[src/pss_pkg.sv]
// package: register map, field layout and reset values of the synthesizer control block
package pss_pkg;

	// ==========================================================
	// register map (printed offsets are indices, byte = 4x index)
	localparam logic [31:0] CTRL_IDX    = 32'h00c3_0000;  // control index
	localparam logic [31:0] STAT_IDX    = 32'h00c3_0002;  // status index
	localparam logic [31:0] CTRL_ADDR   = 32'(CTRL_IDX * 4);
	localparam logic [31:0] STAT_ADDR   = 32'(STAT_IDX * 4);

	// ==========================================================
	// control field positions
	localparam int CTL_LOL_RST  = 15;  // loss-of-lock reset enable, stored only
	localparam int CTL_MULT_HI  = 14;  // feedback_mult_sel msb
	localparam int CTL_MULT_LO  = 12;  // feedback_mult_sel lsb
	localparam int CTL_FRST     = 11;  // clock_fail_reset_en
	localparam int CTL_DIV_HI   = 10;  // post_divider_sel msb
	localparam int CTL_DIV_LO   = 8;   // post_divider_sel lsb
	localparam int CTL_FDET     = 7;   // clock_fail_detect_en
	localparam int CTL_OUT_DIS  = 6;   // clock_out_disable
	localparam int CTL_FWAKE    = 5;   // fast_wake
	localparam int CTL_STOP_HI  = 3;   // stop_clock_policy msb
	localparam int CTL_STOP_LO  = 2;   // stop_clock_policy lsb
	localparam int CTL_WIDTH    = 16;  // control register width

	// control reset: multiplier 010, divider 001
	localparam logic [CTL_WIDTH-1:0] CTL_RESET = 16'h2100;

	// ==========================================================
	// status field positions
	localparam int ST_MODE   = 7;  // synth_mode_flag
	localparam int ST_NSEL   = 6;  // synth_normal_sel
	localparam int ST_REF    = 5;  // synth_ref_sel
	localparam int ST_LOCK_STICKY  = 4;  // lock_sticky
	localparam int ST_LOCK   = 3;  // live lock
	localparam int ST_FAIL   = 2;  // clock_fail_sticky
	localparam int ST_WIDTH  = 8;  // status register width

	// ==========================================================
	// stop policy encodings
	localparam logic [1:0] STOP_ALL_ON  = 2'h0;  // pll, osc, clock out on
	localparam logic [1:0] STOP_OUT_OFF = 2'h1;  // clock out off
	localparam logic [1:0] STOP_PLL_OFF = 2'h2;  // pll off as well
	localparam logic [1:0] STOP_OSC_OFF = 2'h3;  // oscillator off as well

	// ==========================================================
	// axi responses
	localparam logic [1:0] RESP_OKAY   = 2'h0;
	localparam logic [1:0] RESP_DECERR = 2'h3;

	// ==========================================================
	// synchroniser lanes
	localparam int SY_LOCK  = 0;  // analog lock detect
	localparam int SY_FAIL  = 1;  // analog loss of clock
	localparam int SY_OSC   = 2;  // oscillator running
	localparam int SY_MODE  = 3;  // clock mode strap
	localparam int SY_NSEL  = 4;  // normal pll strap
	localparam int SY_REF   = 5;  // crystal reference strap
	localparam int SY_WIDTH = 6;

	// clock mode straps latched during reset
	typedef struct packed {
		logic mode;   // 1 pll, 0 external
		logic nsel;   // 1 normal pll, 0 one-to-one
		logic ref_x;  // 1 crystal reference
	} pss_mode_t;

	// wakeup sequencer states
	typedef enum logic [1:0] {
		ST_RUN  = 2'b00,
		ST_STOP = 2'b01,
		ST_WAKE = 2'b10
	} pss_state_t;

endpackage

[src/pss_sync.sv]
// two flip-flop synchroniser for a vector of independent levels
`timescale 1ns/1ns
module pss_sync #(
	parameter int W = 1
) (
	input  wire logic         aclk,
	input  wire logic [W-1:0] async_in,
	output logic      [W-1:0] sync_out
);

	// ==========================================================
	// stages
	logic [W-1:0] meta_q;  // first stage, read only by second stage

	// each lane is a level, so bits may skew by a cycle between lanes;
	// no reset, so the clock mode straps flow through while reset is held
	always_ff @(posedge aclk) begin
		meta_q   <= async_in;
		sync_out <= meta_q;
	end

endmodule

[src/pss_synth_ctrl.sv]
// synthesizer control and status block with axi4-lite register access
`timescale 1ns/1ns
// ==========================================================
// Overview of operation
// - fail reset only when detect enabled and fail
// - external mode ignores reset, divider, detect, wake
// - divider write touches only output divisor
// - new divisor applied at falling clock edge
// - detect enable gates clock fail, not lock
// - output disable holds clock pin low
// - fast wake enables clocks regardless of lock
// - stop policy selects clock out, pll, oscillator
// - spare control bits are plain storage
// - status read-only, writes answer okay
// - clock mode bits latched during reset
// - lock sticky armed by reset or multiplier change
// - pll-off stop keeps lock sticky value
// - sticky and live lock clear in external mode
// - live lock follows analog frequency window
// - read in event cycle returns prior flags
// - power-on reset held until lock in pll modes
// - fail sticky holds until reset, zero external
// - fast wake from full stop forces fail flag
// - fail detected only when enabled or recovering
// - output frequency from multiplier plus two, divider
// - multiplier change or pll-off stop loses lock
module pss_synth_ctrl (
	input  wire logic        aclk,
	input  wire logic        aresetn,
	// axi4-lite slave
	input  wire logic [31:0] s_axi_awaddr,
	input  wire logic        s_axi_awvalid,
	output logic             s_axi_awready,
	input  wire logic [31:0] s_axi_wdata,
	input  wire logic [3:0]  s_axi_wstrb,
	input  wire logic        s_axi_wvalid,
	output logic             s_axi_wready,
	output logic [1:0]       s_axi_bresp,
	output logic             s_axi_bvalid,
	input  wire logic        s_axi_bready,
	input  wire logic [31:0] s_axi_araddr,
	input  wire logic        s_axi_arvalid,
	output logic             s_axi_arready,
	output logic [31:0]      s_axi_rdata,
	output logic [1:0]       s_axi_rresp,
	output logic             s_axi_rvalid,
	input  wire logic        s_axi_rready,
	// analog synthesizer and strap pins
	input  wire logic        pll_lock_raw,
	input  wire logic        clock_fail_raw,
	input  wire logic        osc_ready_raw,
	input  wire logic        strap_mode,
	input  wire logic        strap_normal,
	input  wire logic        strap_crystal,
	// power controller, same clock
	input  wire logic        stop_mode,
	// synthesizer controls
	output logic [2:0]       feedback_mult_sel,
	output logic [2:0]       post_divider_sel,
	output logic             system_clock_out_en,
	output logic             pll_enable,
	output logic             osc_enable,
	output logic             sys_clk_enable,
	output logic             self_clocked_mode,
	output logic             reset_request
);

	// ==========================================================
	// synchronised inputs
	logic [pss_pkg::SY_WIDTH-1:0] raw_in;   // pin levels
	logic [pss_pkg::SY_WIDTH-1:0] sync_in;  // after two stages

	assign raw_in = {strap_crystal, strap_normal, strap_mode,
	                 osc_ready_raw, clock_fail_raw, pll_lock_raw};

	// the analog lock window (0.75 / 1.5 percent) lives in the synthesizer
	pss_sync #(
		.W (pss_pkg::SY_WIDTH)
	) u_sync (
		.aclk     (aclk),
		.async_in (raw_in),
		.sync_out (sync_in)
	);

	// ==========================================================
	// state
	logic [pss_pkg::CTL_WIDTH-1:0] ctl_q;       // control register
	pss_pkg::pss_mode_t            mode_q;      // latched clock mode
	pss_pkg::pss_state_t           state_q;     // stop sequencer
	pss_pkg::pss_state_t           state_d;
	logic                          lock_q;      // live lock flag
	logic                          lock_prev_q; // lock of last cycle
	logic                          lock_sticky_q;     // lock sticky
	logic                          lock_sticky_d;
	logic                          arm_q;       // next lock sets sticky
	logic                          arm_d;
	logic                          saved_q;     // sticky value before stop
	logic                          hide_q;      // sticky reads clear
	logic                          fail_q;      // fail sticky
	logic                          recov_q;     // oscillator recovering
	logic                          por_q;       // power-on hold
	logic                          stop_prev_q; // stop of last cycle

	// ==========================================================
	// control field views
	logic       pll_on;       // pll modes only
	logic [2:0] mult_f;       // multiplier code
	logic [2:0] div_f;        // divider code
	logic       frst_f;       // fail reset enable
	logic       fdet_f;       // fail detect enable
	logic       odis_f;       // clock out disable
	logic       fwake_f;      // fast wake
	logic [1:0] pol_f;        // stop clock policy
	logic       pll_off_stop; // policy turns pll off
	logic       osc_off_stop; // policy turns oscillator off

	assign pll_on       = mode_q.mode;
	assign mult_f       = ctl_q[pss_pkg::CTL_MULT_HI:pss_pkg::CTL_MULT_LO];
	assign div_f        = ctl_q[pss_pkg::CTL_DIV_HI:pss_pkg::CTL_DIV_LO];
	assign frst_f       = ctl_q[pss_pkg::CTL_FRST] & pll_on;
	assign fdet_f       = ctl_q[pss_pkg::CTL_FDET] & pll_on;
	assign odis_f       = ctl_q[pss_pkg::CTL_OUT_DIS];
	assign fwake_f      = ctl_q[pss_pkg::CTL_FWAKE] & pll_on;
	assign pol_f        = ctl_q[pss_pkg::CTL_STOP_HI:pss_pkg::CTL_STOP_LO];
	assign pll_off_stop = (pol_f == pss_pkg::STOP_PLL_OFF) |
	                      (pol_f == pss_pkg::STOP_OSC_OFF);
	assign osc_off_stop = (pol_f == pss_pkg::STOP_OSC_OFF);

	// ==========================================================
	// axi write path
	logic        aw_q;     // address held
	logic        w_q;      // data held
	logic [31:0] awaddr_q;
	logic [31:0] wdata_q;
	logic [3:0]  wstrb_q;
	logic        wr_go;    // both halves present, response free
	logic        wr_ctl;   // write hits control
	logic        wr_hit;   // write hits a mapped register
	logic [pss_pkg::CTL_WIDTH-1:0] ctl_wmask;  // byte lanes to bits
	logic [pss_pkg::CTL_WIDTH-1:0] ctl_new;    // control after write
	logic        mult_chg; // write changes multiplier

	assign wr_go     = aw_q & w_q & ~s_axi_bvalid;
	assign wr_ctl    = wr_go & (awaddr_q == pss_pkg::CTRL_ADDR);
	assign wr_hit    = (awaddr_q == pss_pkg::CTRL_ADDR) |
	                   (awaddr_q == pss_pkg::STAT_ADDR);
	assign ctl_wmask = {{8{wstrb_q[1]}}, {8{wstrb_q[0]}}};
	// spare and stored-only bits are written like the rest
	assign ctl_new   = (ctl_q & ~ctl_wmask) |
	                   (wdata_q[pss_pkg::CTL_WIDTH-1:0] & ctl_wmask);
	assign mult_chg  = wr_ctl &
	                   (ctl_new[pss_pkg::CTL_MULT_HI:pss_pkg::CTL_MULT_LO] != mult_f);

	// channel handshakes: each half taken independently, held until used
	always_ff @(posedge aclk) begin
		if (!aresetn) begin
			aw_q          <= 1'b0;
			w_q           <= 1'b0;
			awaddr_q      <= '0;
			wdata_q       <= '0;
			wstrb_q       <= '0;
			s_axi_awready <= 1'b0;
			s_axi_wready  <= 1'b0;
		end else begin
			// ready is offered one cycle ahead, never while a half is held
			s_axi_awready <= ~aw_q & ~(s_axi_awvalid & s_axi_awready);
			s_axi_wready  <= ~w_q & ~(s_axi_wvalid & s_axi_wready);
			if (s_axi_awvalid & s_axi_awready) begin
				aw_q     <= 1'b1;
				awaddr_q <= s_axi_awaddr;
			end else if (wr_go) begin
				aw_q <= 1'b0;
			end
			if (s_axi_wvalid & s_axi_wready) begin
				w_q     <= 1'b1;
				wdata_q <= s_axi_wdata;
				wstrb_q <= s_axi_wstrb;
			end else if (wr_go) begin
				w_q <= 1'b0;
			end
		end
	end

	// write response: status writes answer okay and change nothing
	always_ff @(posedge aclk) begin
		if (!aresetn) begin
			s_axi_bvalid <= 1'b0;
			s_axi_bresp  <= pss_pkg::RESP_OKAY;
		end else if (wr_go) begin
			s_axi_bvalid <= 1'b1;
			s_axi_bresp  <= wr_hit ? pss_pkg::RESP_OKAY
			                       : pss_pkg::RESP_DECERR;
		end else if (s_axi_bready) begin
			s_axi_bvalid <= 1'b0;
		end
	end

	// control register; divider writes touch nothing but the divisor
	always_ff @(posedge aclk) begin
		if (!aresetn) begin
			ctl_q <= pss_pkg::CTL_RESET;
		end else if (wr_ctl) begin
			ctl_q <= ctl_new;
		end
	end

	// ==========================================================
	// axi read path
	logic [pss_pkg::ST_WIDTH-1:0] status;  // status image
	logic                         rd_go;   // read taken this edge
	logic                         rd_hit;  // mapped address

	// flags are read from registers, so an event landing in the read
	// cycle shows on the next read
	assign status = {mode_q.mode, mode_q.nsel, mode_q.ref_x,
	                 lock_sticky_q & ~hide_q, lock_q, fail_q | recov_q,
	                 2'h0};
	assign rd_go  = s_axi_arvalid & s_axi_arready;
	assign rd_hit = (s_axi_araddr == pss_pkg::CTRL_ADDR) |
	                (s_axi_araddr == pss_pkg::STAT_ADDR);

	// read answer one cycle after address is taken
	always_ff @(posedge aclk) begin
		if (!aresetn) begin
			s_axi_arready <= 1'b0;
			s_axi_rvalid  <= 1'b0;
			s_axi_rdata   <= '0;
			s_axi_rresp   <= pss_pkg::RESP_OKAY;
		end else begin
			s_axi_arready <= ~s_axi_rvalid & ~rd_go;
			if (rd_go) begin
				s_axi_rvalid <= 1'b1;
				s_axi_rresp  <= rd_hit ? pss_pkg::RESP_OKAY
				                       : pss_pkg::RESP_DECERR;
				if (s_axi_araddr == pss_pkg::CTRL_ADDR) begin
					s_axi_rdata <= 32'(ctl_q);
				end else if (s_axi_araddr == pss_pkg::STAT_ADDR) begin
					s_axi_rdata <= 32'(status);
				end else begin
					s_axi_rdata <= '0;
				end
			end else if (s_axi_rready) begin
				s_axi_rvalid <= 1'b0;
			end
		end
	end

	// ==========================================================
	// clock mode latch
	// straps are followed while reset is held and frozen at release
	always_ff @(posedge aclk) begin
		if (!aresetn) begin
			mode_q <= {sync_in[pss_pkg::SY_MODE],
			           sync_in[pss_pkg::SY_NSEL] & sync_in[pss_pkg::SY_MODE],
			           sync_in[pss_pkg::SY_REF] & sync_in[pss_pkg::SY_NSEL]
			           & sync_in[pss_pkg::SY_MODE]};
		end
	end

	// ==========================================================
	// stop and wakeup sequencer
	logic stop_rise;   // entering stop
	logic stop_fall;   // leaving stop
	logic osc_up;      // oscillator running
	logic lock_in;     // synchronised lock

	assign stop_rise = stop_mode & ~stop_prev_q;
	assign stop_fall = ~stop_mode & stop_prev_q;
	assign osc_up    = sync_in[pss_pkg::SY_OSC];
	// external mode never lock_sticky
	assign lock_in   = sync_in[pss_pkg::SY_LOCK] & pll_on;

	// next state
	always_comb begin
		state_d = state_q;
		case (state_q)
			pss_pkg::ST_RUN: begin
				if (stop_rise) state_d = pss_pkg::ST_STOP;
			end
			pss_pkg::ST_STOP: begin
				// external mode has no wakeup period
				if (stop_fall) begin
					state_d = pll_on ? pss_pkg::ST_WAKE : pss_pkg::ST_RUN;
				end
			end
			pss_pkg::ST_WAKE: begin
				// slow wake waits for lock or a fallback clock
				if (fwake_f | lock_q | fail_q) state_d = pss_pkg::ST_RUN;
			end
			default: state_d = pss_pkg::ST_RUN;
		endcase
	end

	// sequencer registers
	always_ff @(posedge aclk) begin
		if (!aresetn) begin
			state_q     <= pss_pkg::ST_RUN;
			stop_prev_q <= 1'b0;
		end else begin
			state_q     <= state_d;
			stop_prev_q <= stop_mode;
		end
	end

	// ==========================================================
	// lock flags
	// sticky logic, default holds
	always_comb begin
		lock_sticky_d = lock_sticky_q;
		arm_d   = arm_q | mult_chg;
		if (lock_q & ~lock_prev_q & arm_q) begin
			lock_sticky_d = 1'b1;
			arm_d   = mult_chg;
		end else if (~lock_q & lock_prev_q & ~hide_q &
		             ~(state_q != pss_pkg::ST_RUN & pll_off_stop)) begin
			lock_sticky_d = 1'b0;
		end
		// fast-wake mask ends: the pre-stop value returns
		if (hide_q & lock_q) begin
			lock_sticky_d = saved_q;
		end
		if (!pll_on) begin
			lock_sticky_d = 1'b0;
		end
	end

	// sticky starts set in pll modes, armed until the first lock
	always_ff @(posedge aclk) begin
		if (!aresetn) begin
			lock_q      <= 1'b0;
			lock_prev_q <= 1'b0;
			lock_sticky_q     <= 1'b1;
			arm_q       <= 1'b1;
		end else begin
			lock_q      <= lock_in;
			lock_prev_q <= lock_q;
			lock_sticky_q     <= lock_sticky_d;
			arm_q       <= arm_d;
		end
	end

	// pre-stop copy of the sticky and its masking after a fast wake
	always_ff @(posedge aclk) begin
		if (!aresetn) begin
			saved_q <= 1'b0;
			hide_q  <= 1'b0;
		end else begin
			if (stop_rise) begin
				saved_q <= lock_sticky_q;
			end
			if (stop_fall & fwake_f & pll_off_stop) begin
				hide_q <= 1'b1;
			end else if (hide_q & lock_q) begin
				hide_q <= 1'b0;
			end
		end
	end

	// ==========================================================
	// loss of clock
	logic fail_seen;  // qualified failure this cycle

	// detection only while enabled or recovering from a fast wake
	assign fail_seen = sync_in[pss_pkg::SY_FAIL] & pll_on &
	                   (fdet_f | recov_q);

	// sticky fail and the temporary oscillator-recovery indication
	always_ff @(posedge aclk) begin
		if (!aresetn) begin
			fail_q  <= 1'b0;
			recov_q <= 1'b0;
		end else begin
			if (fail_seen) begin
				fail_q <= 1'b1;
			end
			if (stop_fall & fwake_f & osc_off_stop) begin
				recov_q <= 1'b1;
			end else if (osc_up) begin
				recov_q <= 1'b0;
			end
		end
	end

	// ==========================================================
	// synthesizer controls
	logic in_stop;   // sequencer in stop
	logic sysclk_d;  // system clocks run

	assign in_stop  = (state_q == pss_pkg::ST_STOP);
	assign sysclk_d = (state_q == pss_pkg::ST_RUN) |
	                  ((state_q == pss_pkg::ST_WAKE) & (fwake_f | lock_q));

	// enables for the analog side
	always_ff @(posedge aclk) begin
		if (!aresetn) begin
			feedback_mult_sel   <= pss_pkg::CTL_RESET[pss_pkg::CTL_MULT_HI:
			                                           pss_pkg::CTL_MULT_LO];
			system_clock_out_en <= 1'b0;
			pll_enable          <= 1'b0;
			osc_enable          <= 1'b0;
			sys_clk_enable      <= 1'b0;
			self_clocked_mode   <= 1'b0;
		end else begin
			// the synthesizer drops lock on a new multiplier
			feedback_mult_sel   <= mult_f;
			system_clock_out_en <= ~odis_f &
			                       ~(in_stop & (pol_f != pss_pkg::STOP_ALL_ON));
			pll_enable          <= pll_on & ~(in_stop & pll_off_stop);
			osc_enable          <= ~(in_stop & osc_off_stop);
			sys_clk_enable      <= sysclk_d & ~stop_mode;
			self_clocked_mode   <= recov_q | (fail_q & ~fwake_f);
		end
	end

	// divisor applied on the falling edge so the change lands cleanly
	// in the clock currently running; external mode pins it at zero
	always_ff @(negedge aclk) begin
		if (!aresetn) begin
			post_divider_sel <= pss_pkg::CTL_RESET[pss_pkg::CTL_DIV_HI:
			                                        pss_pkg::CTL_DIV_LO];
		end else begin
			post_divider_sel <= pll_on ? div_f : 3'h0;
		end
	end

	// ==========================================================
	// reset requests
	// power-on hold lasts until the first lock in pll modes; software
	// must drop the fail reset enable before a pll-off stop
	always_ff @(posedge aclk) begin
		if (!aresetn) begin
			por_q         <= 1'b1;
			reset_request <= 1'b0;
		end else begin
			if (lock_q | ~pll_on) begin
				por_q <= 1'b0;
			end
			reset_request <= (por_q & pll_on & ~lock_q) |
			                 (frst_f & fdet_f & (fail_q | recov_q));
		end
	end

endmodule

[config.mk]
export PLATFORM = sky130hd
export DESIGN_NAME = pss_synth_ctrl
export DESIGN_NICKNAME = d
export VERILOG_FILES = /design/src/pss_pkg.sv /design/src/pss_sync.sv /design/src/pss_synth_ctrl.sv
export SDC_FILE = /design/constraint.sdc
export NUM_CORES = 1
export LEC_CHECK = 0
export ABC_AREA = 1
export BUFFER_PORTS_ARGS = -buffer_cell sky130_fd_sc_hd__buf_2
export CAP_MARGIN = 30
export CORE_UTILIZATION = 40
export DETAILED_ROUTE_END_ITERATION = 10
export GPL_TIMING_DRIVEN = 0
export PLACE_DENSITY = 0.73
export SYNTH_ARGS = -nofsm -noshare
export SYNTH_HDL_FRONTEND = slang
export SYNTH_HIERARCHICAL = 1
export SYNTH_SLANG_ARGS = --single-unit
[constraint.sdc]
create_clock -name aclk -period 1.48 [get_ports aclk]
set_input_delay 0 -clock aclk [delete_from_list [all_inputs] [get_ports aclk]]
set_output_delay 0 -clock aclk [all_outputs]
set_load 0.1 [all_outputs]
==> flow_summary.ini, run 1 <==
[run_status]
status = finished, violations left
violations = setup timing

[global_route]
grt_util_all_layers = 0.2104
grt_max_degree = 17
first_global_vias = 4723
overflow = 0
grt_pass1_wl_mm = 21.69
grt_antenna_before_repair = 0

[finish]
layout_common_cells = buf_2, nor2_1, dfxtp_1
final_area_um2 = 7662
drive_above_1_share = 0.2889
final_core_util = 0.6023
nets = 1054
syn2layout_area_growth_pct = 45.74
mostFrequentLayoutCell = buf_2
final_cells = 1124
antenna_cells = 0

[power_and_ir_drop]
intPower_mw = 6.708
comb_power_share = 0.150
p_leak_nw = 3.700
power_frac_seq = 0.412
p_sw_frac = 0.2706
ir_drop_mv = 0.9525
power_switching_mw = 2.488
pwr-share-clk = 0.438
power_mw = 9.196
p_per_area_nw_per_um2 = 1200

[drt]
dr_total_vias = 5078
routed_wl_mm = 13.67
vias_per_cell = 4.518
drc = 0
met2_length_mm = 6.834
wl_met3_um = 935
antenna_left = 0
drt_iter0_drc = 280
top_layer = met4
drtPass1Iterations = 6
wl_met1_mm = 5.775
wire_per_inst_um = 12.16

[synthesis]
ys_ff_latch = 130
ys_types = 35
synth_cells = 705
yosys_warnings = 6
ys_seq_area_frac = 0.5007
syn_area_um2 = 5258
async_flop_share = 0
synth.avg_cell_area_um2 = 7.458
synth-edff-count = 3
ys.flop_type = dfxtp_1

[die]
rows = 41
die_height_um = 116.6
fp.dieArea_um2 = 13610
die_x_um = 116.6
ios = 167
design.core.area_um2 = 12720
start_util = 0.4133

[critical_path]
critPathMaxStageDelay_ns = 0.34
cp_max_fo = 1
path_class = reg -> out
critPathBufInv = 1
cp_slowest_cell = dfxtp_2
endpoint_kind = output pin
critPathRequiredTime_ns = 1.48
startpoint_type = flip-flop
arrival_ns = 1.69
cp_cell_sequence = buf_12
crit_family = flip-flops

[timing]
finalSetupViolCount = 7
fin_setup_tns_ns = -0.6953
rsz0062_at_grt = true
final_hold_viol_count = 0
finalWorstSetupSlack_ns = -0.2057
maxSlewViolCount = 0
worst_slew_pin_slew_ns = 0.8314
fin_skew_ns = 0.03320
hold_ws_ns = 0.01378
slew_headroom = 0.4457

[place]
numPortBuffers = 131
post-place-ws_ns = -0.3763
postPlaceCellArea_um2 = 6202
place_inst = 1023
dp_hpwl_mm = 9.168
gp_congestion = 0.8046

[clocking]
htreeDepth = 4
clock_path_buffers = 2
clock_latency_ns = 0.44
clock-sinks = 130
clockRootBuffer = clkbuf_16
cts_tree = done
clkSlewWorstSetupHoldPaths_ns = 0.05
cts_buffers = 17

[job]
maxCapViolCount = 0

[worst_hold_path]
holdCritPathClass = in -> reg
power by group through the flow:
stage | Clock [mW] | Sequential [mW] | Combinational, mW
finish | 4.03 | 3.79 | 1.38
global route | 4.26 | 3.81 | 1.50
CTS | 4.07 | 3.78 | 1.33
detailed placement | 0.0169 | 3.85 | 1.18
global placement | 0.0169 | 3.85 | 1.17
floorplan | 0.0169 | 4.08 | 0.661
routing by layer:
metal  track usage  vias up
met1        0.2408     2239
met2        0.3799      174
met4       0.06667        0
met3       0.05656       10
met5             0        -
li1              -     2655
path summary, 6_finish.rpt:
kind / start / to / slack [ns] / depth (start not counted)
worst max-delay path: post_divider_sel[0] / post_divider_sel[0] / -0.21 / 1
worst min-delay path: s_axi_araddr[15] / s_axi_rdata[14] / 0.01 / 6
worst max register to register: pll_on / post_divider_sel[2] / -0.02 / 3
worst min register to register: u_sync/meta_q[1] / u_sync/sync_out[1] / 0.32 / 0
synth_stat cells, types with 2 or more instances:
library cell | instances | area, um^2
nor2_1 | 133 | 499.2
buf_6 | 2 | 22.52
nand3_1 | 29 | 145.1
nand2_2 | 5 | 31.28
xor2_1 | 3 | 26.28
o21ai_0 | 59 | 295.3
clkinv_1 | 2 | 7.510
nor2_2 | 7 | 43.79
nand2_1 | 125 | 469.2
inv_1 | 81 | 304.0
nor2_4 | 3 | 33.78
nor3_1 | 10 | 50.05
o21ai_1 | 3 | 15.01
nand3_4 | 2 | 35.03
inv_2 | 5 | 18.77
or2_2 | 2 | 12.51
a21oi_1 | 30 | 150.1
buf_4 | 19 | 142.6
edfxtp_1 | 3 | 90.09
nand3_2 | 2 | 20.02
buf_2 | 3 | 15.01
clkbuf_1 | 21 | 78.83
nand4_1 | 18 | 112.6
dfxtp_1 | 127 | 2542
what timing repair did:
action	in CTS	in global routing
hold buffers	61	0
resized for setup	17	57
cloned	0	1
endpoints found under the hold margin	66	0
endpoints found under the setup margin	24	35
buffers inserted	3	3
pin swaps	2	15
logic make-up (layout without fill, tap and decap cells):
kind of cell | Yosys count | count (layout) | share of synthesized area
AO/OA/AOI/OAI | 98 | 98 | 0.09638
AND/OR/NAND/NOR | 339 | 339 | 0.2825
buffers and inverters | 134 | 366 | 0.1147
other | 1 | 16 | 0.0007133
flip-flops | 130 | 130 | 0.5007
XOR/XNOR | 3 | 3 | 0.004999
layout make-up:
type | instances | area (um^2)
buffer | 46 | 291.5
clock buffer | 20 | 456.7
clock inverter | 14 | 122.6
fill | 1126 | 5060
inverter | 87 | 326.6
multi-input combinational | 456 | 2205
sequential | 130 | 2653
tap | 172 | 215.2
timing repair buffer | 199 | 1393
flip-flops by register name, summed over array words and instances, names as in the netlist, 3 cells and up, named ones only:
signal             count
s_axi_rdata           16
wdata_q               16
feedback_mult_sel      3
u_sync/meta_q          6
ctl_q                  3
awaddr_q              32
u_sync/sync_out        6
post_divider_sel       3
(Power assumes the default switching activity.)
==> run 2: changes to the inputs <==
Settings changed: CORE_MARGIN set to 4, SYNTH_HIERARCHICAL 1 to not set.
==> run 2 against run 1 <==
Net effect:
- the run still ends with setup timing left
- routed wire length rose by 2.5%
- count of clock-buffer cells in the layout decreased by 3
- combinational power about the same
- via count rose by 2.5%
- first-iteration DRC count up 5.7%
- sequential share of layout area grew 0.57 points
- register-to-register slack about the same
- area after synthesis fell by 1.3%
- die area increased by 9.2%
- critical endpoint is now post_divider_sel[1]
==> flow_summary.ini, run 2 <==
[clocking]
htreeDepth = 4
cts_tree = done
clock_path_buffers = 2
clock_latency_ns = 0.44
clock-sinks = 130
clkSlewWorstSetupHoldPaths_ns = 0.06
clockRootBuffer = clkbuf_16
cts_buffers = 17

[synthesis]
ys.flop_type = dfxtp_1
ys_types = 34
ys_seq_area_frac = 0.5071
synth_largest_area_cell = dfxtp_1
synth.avg_cell_area_um2 = 7.469
yosys_warnings = 0
async_flop_share = 0
synth_common_cells = nor2_1, dfxtp_1, nand2_1
synth-edff-count = 3
synth.most_common_cell = nor2_1
synthTopCellsByArea = dfxtp_1, nor2_1, nand2_1
synth_top_cell_area_share = 0.4898
synth_cells = 695
ys_ff_latch = 130
syn_area_um2 = 5191

[place]
post-place-ws_ns = -0.5607
gp_congestion = 0.8864
dp_hpwl_mm = 9.523
numPortBuffers = 132

[critical_path]
arrival_ns = 1.69
startpoint_type = flip-flop
path_class = reg -> out
cp_cell_sequence = buf_12
critPathBufInv = 1
endpoint_kind = output pin
cp_slowest_cell = dfxtp_2
critPathMaxStageDelay_ns = 0.34
cp_max_fo = 1
crit_family = flip-flops
critPathRequiredTime_ns = 1.48

[global_route]
grt_antenna_before_repair = 0
overflow = 0
grt_max_degree = 17
first_global_vias = 4914
grt_pass1_wl_mm = 22.38
grt_util_all_layers = 0.1889

[finish]
drive_above_1_share = 0.2688
syn2layout_area_growth_pct = 45.55
multiInputGateArea_um2 = 2212
antenna_cells = 0
top_register = awaddr_q
fillerInstances = 1108
mostFrequentLayoutCell = nor2_1
largestRegisters = awaddr_q: 32 flops, s_axi_rdata: 16 flops, wdata_q: 16 flops
largest_register_ffs = 32
nets = 1046
layout_common_cells = nor2_1, buf_2, dfxtp_1
final-seq-area_um2 = 2659

[drt]
wl_met1_mm = 6.064
wire_per_inst_um = 12.55
top_layer = met4
met2_length_mm = 6.450
wl_met3_mm = 1.014
drtPass1Iterations = 5
drc = 0
antenna_left = 0
vias_per_cell = 4.662
routed_wl_mm = 14.01
drt_iter0_drc = 296
dr_total_vias = 5207

[timing]
final_hold_viol_count = 0
maxSlewViolCount = 0
rsz0062_at_grt = true
hold_ws_ns = 0.02297
finalSetupViolCount = 5
finalWorstSetupSlack_ns = -0.2126
fin_skew_ns = 0.03419
slew_headroom = 0.5500
worst_slew_pin_slew_ns = 0.6750

[job]
maxCapViolCount = 0

[die]
die_height_um = 121.9
die_x_um = 121.9
ios = 167
rows = 41
fp.dieArea_um2 = 14860
design.core.area_um2 = 12670
start_util = 0.4097

[run_status]
status = finished, violations left
violations = setup timing

[power_and_ir_drop]
p_per_area_nw_per_um2 = 1196
ir_drop_mv = 0.8127
p_leak_nw = 3.586

[worst_hold_path]
holdCritPathClass = in -> reg
-- run 2: final cells by class --
| class | count | area share |
|---|---|---|
| multi-input cells | 467 | 0.2928 |
| clock inverters | 18 | 0.01788 |
| inverters | 63 | 0.03130 |
| flip-flops and latches | 130 | 0.3519 |
| well taps | 172 | 0.02848 |
| repair buffers | 201 | 0.1828 |
| clock buffers | 17 | 0.05630 |
| plain buffers | 49 | 0.03858 |
-- run 2: worst paths after layout --
check	start	endpoint	slack, ns	depth (start not counted)
worst max-delay path	post_divider_sel[1]	post_divider_sel[1]	-0.21	1
worst min-delay path	s_axi_araddr[3]	s_axi_rresp[0]	0.02	6
worst max register to register	pll_on	post_divider_sel[1]	-0.02	3
worst min register to register	u_sync.meta_q[3]	u_sync.sync_out[3]	0.33	0
-- run 2: metal layers --
layer | vias up | track usage
met5 | - | 0
met4 | 0 | 0.08964
met3 | 41 | 0.04364
met2 | 195 | 0.3108
met1 | 2308 | 0.2347
li1 | 2663 | -
-- run 2: cells by family (layout without fill, tap and decap cells) --
family	after synthesis	in the layout	synth area share
xor gates and xnor gates	3	3	0.005062
DFF	130	130	0.5071
AOI/OAI and AO/OA	103	103	0.1024
other	1	16	0.0007224
buffers and inverters	113	348	0.09882
and+or+nand+nor	345	345	0.2859
-- run 2: worst register-to-register path, stage by stage (launching register included) --
cell      delay, ns
edfxtp_1       0.41
buf_8          0.16
nand2_4        0.08
nor2_2         0.04
-- run 2: timing repair --
item / CTS / global route
pin swaps: 1 / 31
hold buffers: 60 / 0
buffers inserted: 2 / 5
endpoints found under the hold margin: 63 / 0
gates resized for setup: 19 / 45
endpoints found under the setup margin: 10 / 25
cloned: 0 / 2
-- run 2: metrics by stage --
step                      utilization  cell area (um^2)  instances  setup TNS, ns  total power, mW
after floorplan                     -              5268        710              0            4.743
after global placement         0.4848              6143       1014         -1.100            5.025
after detailed placement       0.4848              6143       1014         -1.021            5.040
after CTS                      0.5828              7385       1110        -0.6723            9.004
after global routing           0.5963              7556       1117         -1.378            9.410
final                          0.5963              7556       1117        -0.6610            9.039
-- run 2: report_power, final --
part           leakage (nW)  total, mW  internal, mW  switching, mW
Combinational          2.23       1.39         0.463          0.924
Sequential             1.08       3.78          3.69         0.0906
Clock                 0.282       3.87          2.19           1.68
Total                  3.59       9.04          6.35           2.69
==> run 3: changes to the inputs <==
Settings changed: SETUP_SLACK_MARGIN set to 0.15.
Clock period 1.48 ns to 1.9 ns, I/O delays scaled along.
==> run 3 against run 2 <==
Net effect:
- the run now ends clean
- core utilization is 0.69 points lower
- combinational power shrank 25%
- setup slack improved by 0.21 ns
- final area down 1.2%
- critical path depth stayed put
- power down 19%
- clock power shrank 13%
- via count decreased by 1.2%
- register-to-register slack better by 0.22 ns
==> flow_summary.ini, run 3 (same netlist as run 2, synthesis figures left out) <==
[finish]
largest_register_ffs = 32
final_core_util = 0.5894
final_cells = 1113
drive_above_1_share = 0.2221
antenna_cells = 0
final-seq-area_um2 = 2640
top_register = awaddr_q
multiInputGateArea_um2 = 2110
mostFrequentLayoutCell = nor2_1
largestRegisters = awaddr_q: 32 flops, s_axi_rdata: 16 flops, wdata_q: 16 flops
nets = 1042
fillerInstances = 1142
layout_common_cells = nor2_1, buf_2, dfxtp_1
syn2layout_area_growth_pct = 43.87

[critical_path]
path_class = reg -> out
cp_max_fo = 1
endpoint_kind = output pin
cp_cell_sequence = buf_12
critPathMaxStageDelay_ns = 0.34
crit_family = flip-flops
critPathBufInv = 1
startpoint_type = flip-flop
arrival_ns = 1.90
critPathRequiredTime_ns = 1.90
cp_slowest_cell = dfxtp_2

[die]
start_util = 0.4097
die_x_um = 121.9
fp.dieArea_um2 = 14860
ios = 167
design.core.area_um2 = 12670
die_height_um = 121.9
rows = 41

[power_and_ir_drop]
p_leak_nw = 3.539
ir_drop_mv = 0.5971
p_per_area_nw_per_um2 = 981.2

[drt]
drc = 0
drtPass1Iterations = 4
antenna_left = 0
routed_wl_mm = 13.69
wire_per_inst_um = 12.30
vias_per_cell = 4.624
drt_iter0_drc = 244
dr_total_vias = 5147

[timing]
finalSetupViolCount = 0
rsz0062_at_grt = true
slew_headroom = 0.5417
fin_skew_ns = 0.02886
hold_ws_ns = 0.01085
worst_slew_pin_slew_ns = 0.6874
final_hold_viol_count = 0
maxSlewViolCount = 0

[global_route]
overflow = 0
grt_antenna_before_repair = 0
grt_pass1_wl_mm = 22.16
first_global_vias = 4755
grt_util_all_layers = 0.1879
grt_max_degree = 17

[run_status]
status = finished clean

[clocking]
clockRootBuffer = clkbuf_16
clock_latency_ns = 0.44
clock-sinks = 130
clkSlewWorstSetupHoldPaths_ns = 0.05
cts_buffers = 17
cts_tree = done
clock_path_buffers = 2
htreeDepth = 4

[place]
place_inst = 1014
dp_hpwl_mm = 9.784
gp_congestion = 0.8760
numPortBuffers = 132

[worst_hold_path]
holdCritPathClass = in -> reg

[job]
maxCapViolCount = 0
[run 3: per-stage QoR]
stage	power [mW]	setup slack, ns	TNS, ns	area [um^2]
6_report	7.328	0.0002085	0	7468
5_1_grt	7.610	-0.03417	-0.07895	7468
4_1_cts	7.356	-0.008255	-0.01383	7452
3_5_place_dp	3.929	-0.2999	-0.4167	6132
3_3_place_gp	3.914	-0.3085	-0.3969	6132
2_1_floorplan	3.693	0.1710	0	5256
[run 3: what timing repair did]
action | 4_1_cts | 5_1_grt
resized for setup | 15 | 3
setup endpoints to repair | 6 | 5
hold buffers | 64 | 1
buffers inserted | 1 | 0
endpoints found under the hold margin | 67 | 1
[run 3: path summary, 6_finish.rpt]
kind | from | end | slack [ns] | cells past startpoint
max reg2reg | pll_on | post_divider_sel[0] | 0.20 | 3
min | aresetn | wdata_q[15] | 0.01 | 3
min reg2reg | u_sync.meta_q[3] | u_sync.sync_out[3] | 0.32 | 0
max | post_divider_sel[0] | post_divider_sel[0] | 0.0002 | 1
[run 3: area by class of cell]
| class | instances | share of cell area |
|---|---|---|
| Clock inverter | 15 | 0.02228 |
| Sequential cell | 130 | 0.3535 |
| Tap cell | 172 | 0.02882 |
| Buffer | 48 | 0.03753 |
| Clock buffer | 20 | 0.06115 |
| Multi-Input combinational cell | 467 | 0.2825 |
| Inverter | 63 | 0.03166 |
| Timing Repair Buffer | 198 | 0.1826 |
[run 3: layer usage]
layer	wire length, um	part of all wire	vias up	global-route usage
met5	0	0	-	0
li1	-	-	2665	-
met2	6495	0.47	157	0.3118
met4	234	0.017	0	0.06863
met1	5982	0.44	2306	0.2358
met3	977	0.071	19	0.04921
[run 3: report_power, final]
group	internal [mW]	switching [mW]	total [mW]
clock network	2.14	1.20	3.35
logic	0.346	0.698	1.04
registers	2.88	0.0627	2.94
total	5.36	1.96	7.33
[run 3: worst min-delay path: stages]
cell,delay [ns]
buf_2,0.19
o21ai_0,0.13
a21oi_1,0.05
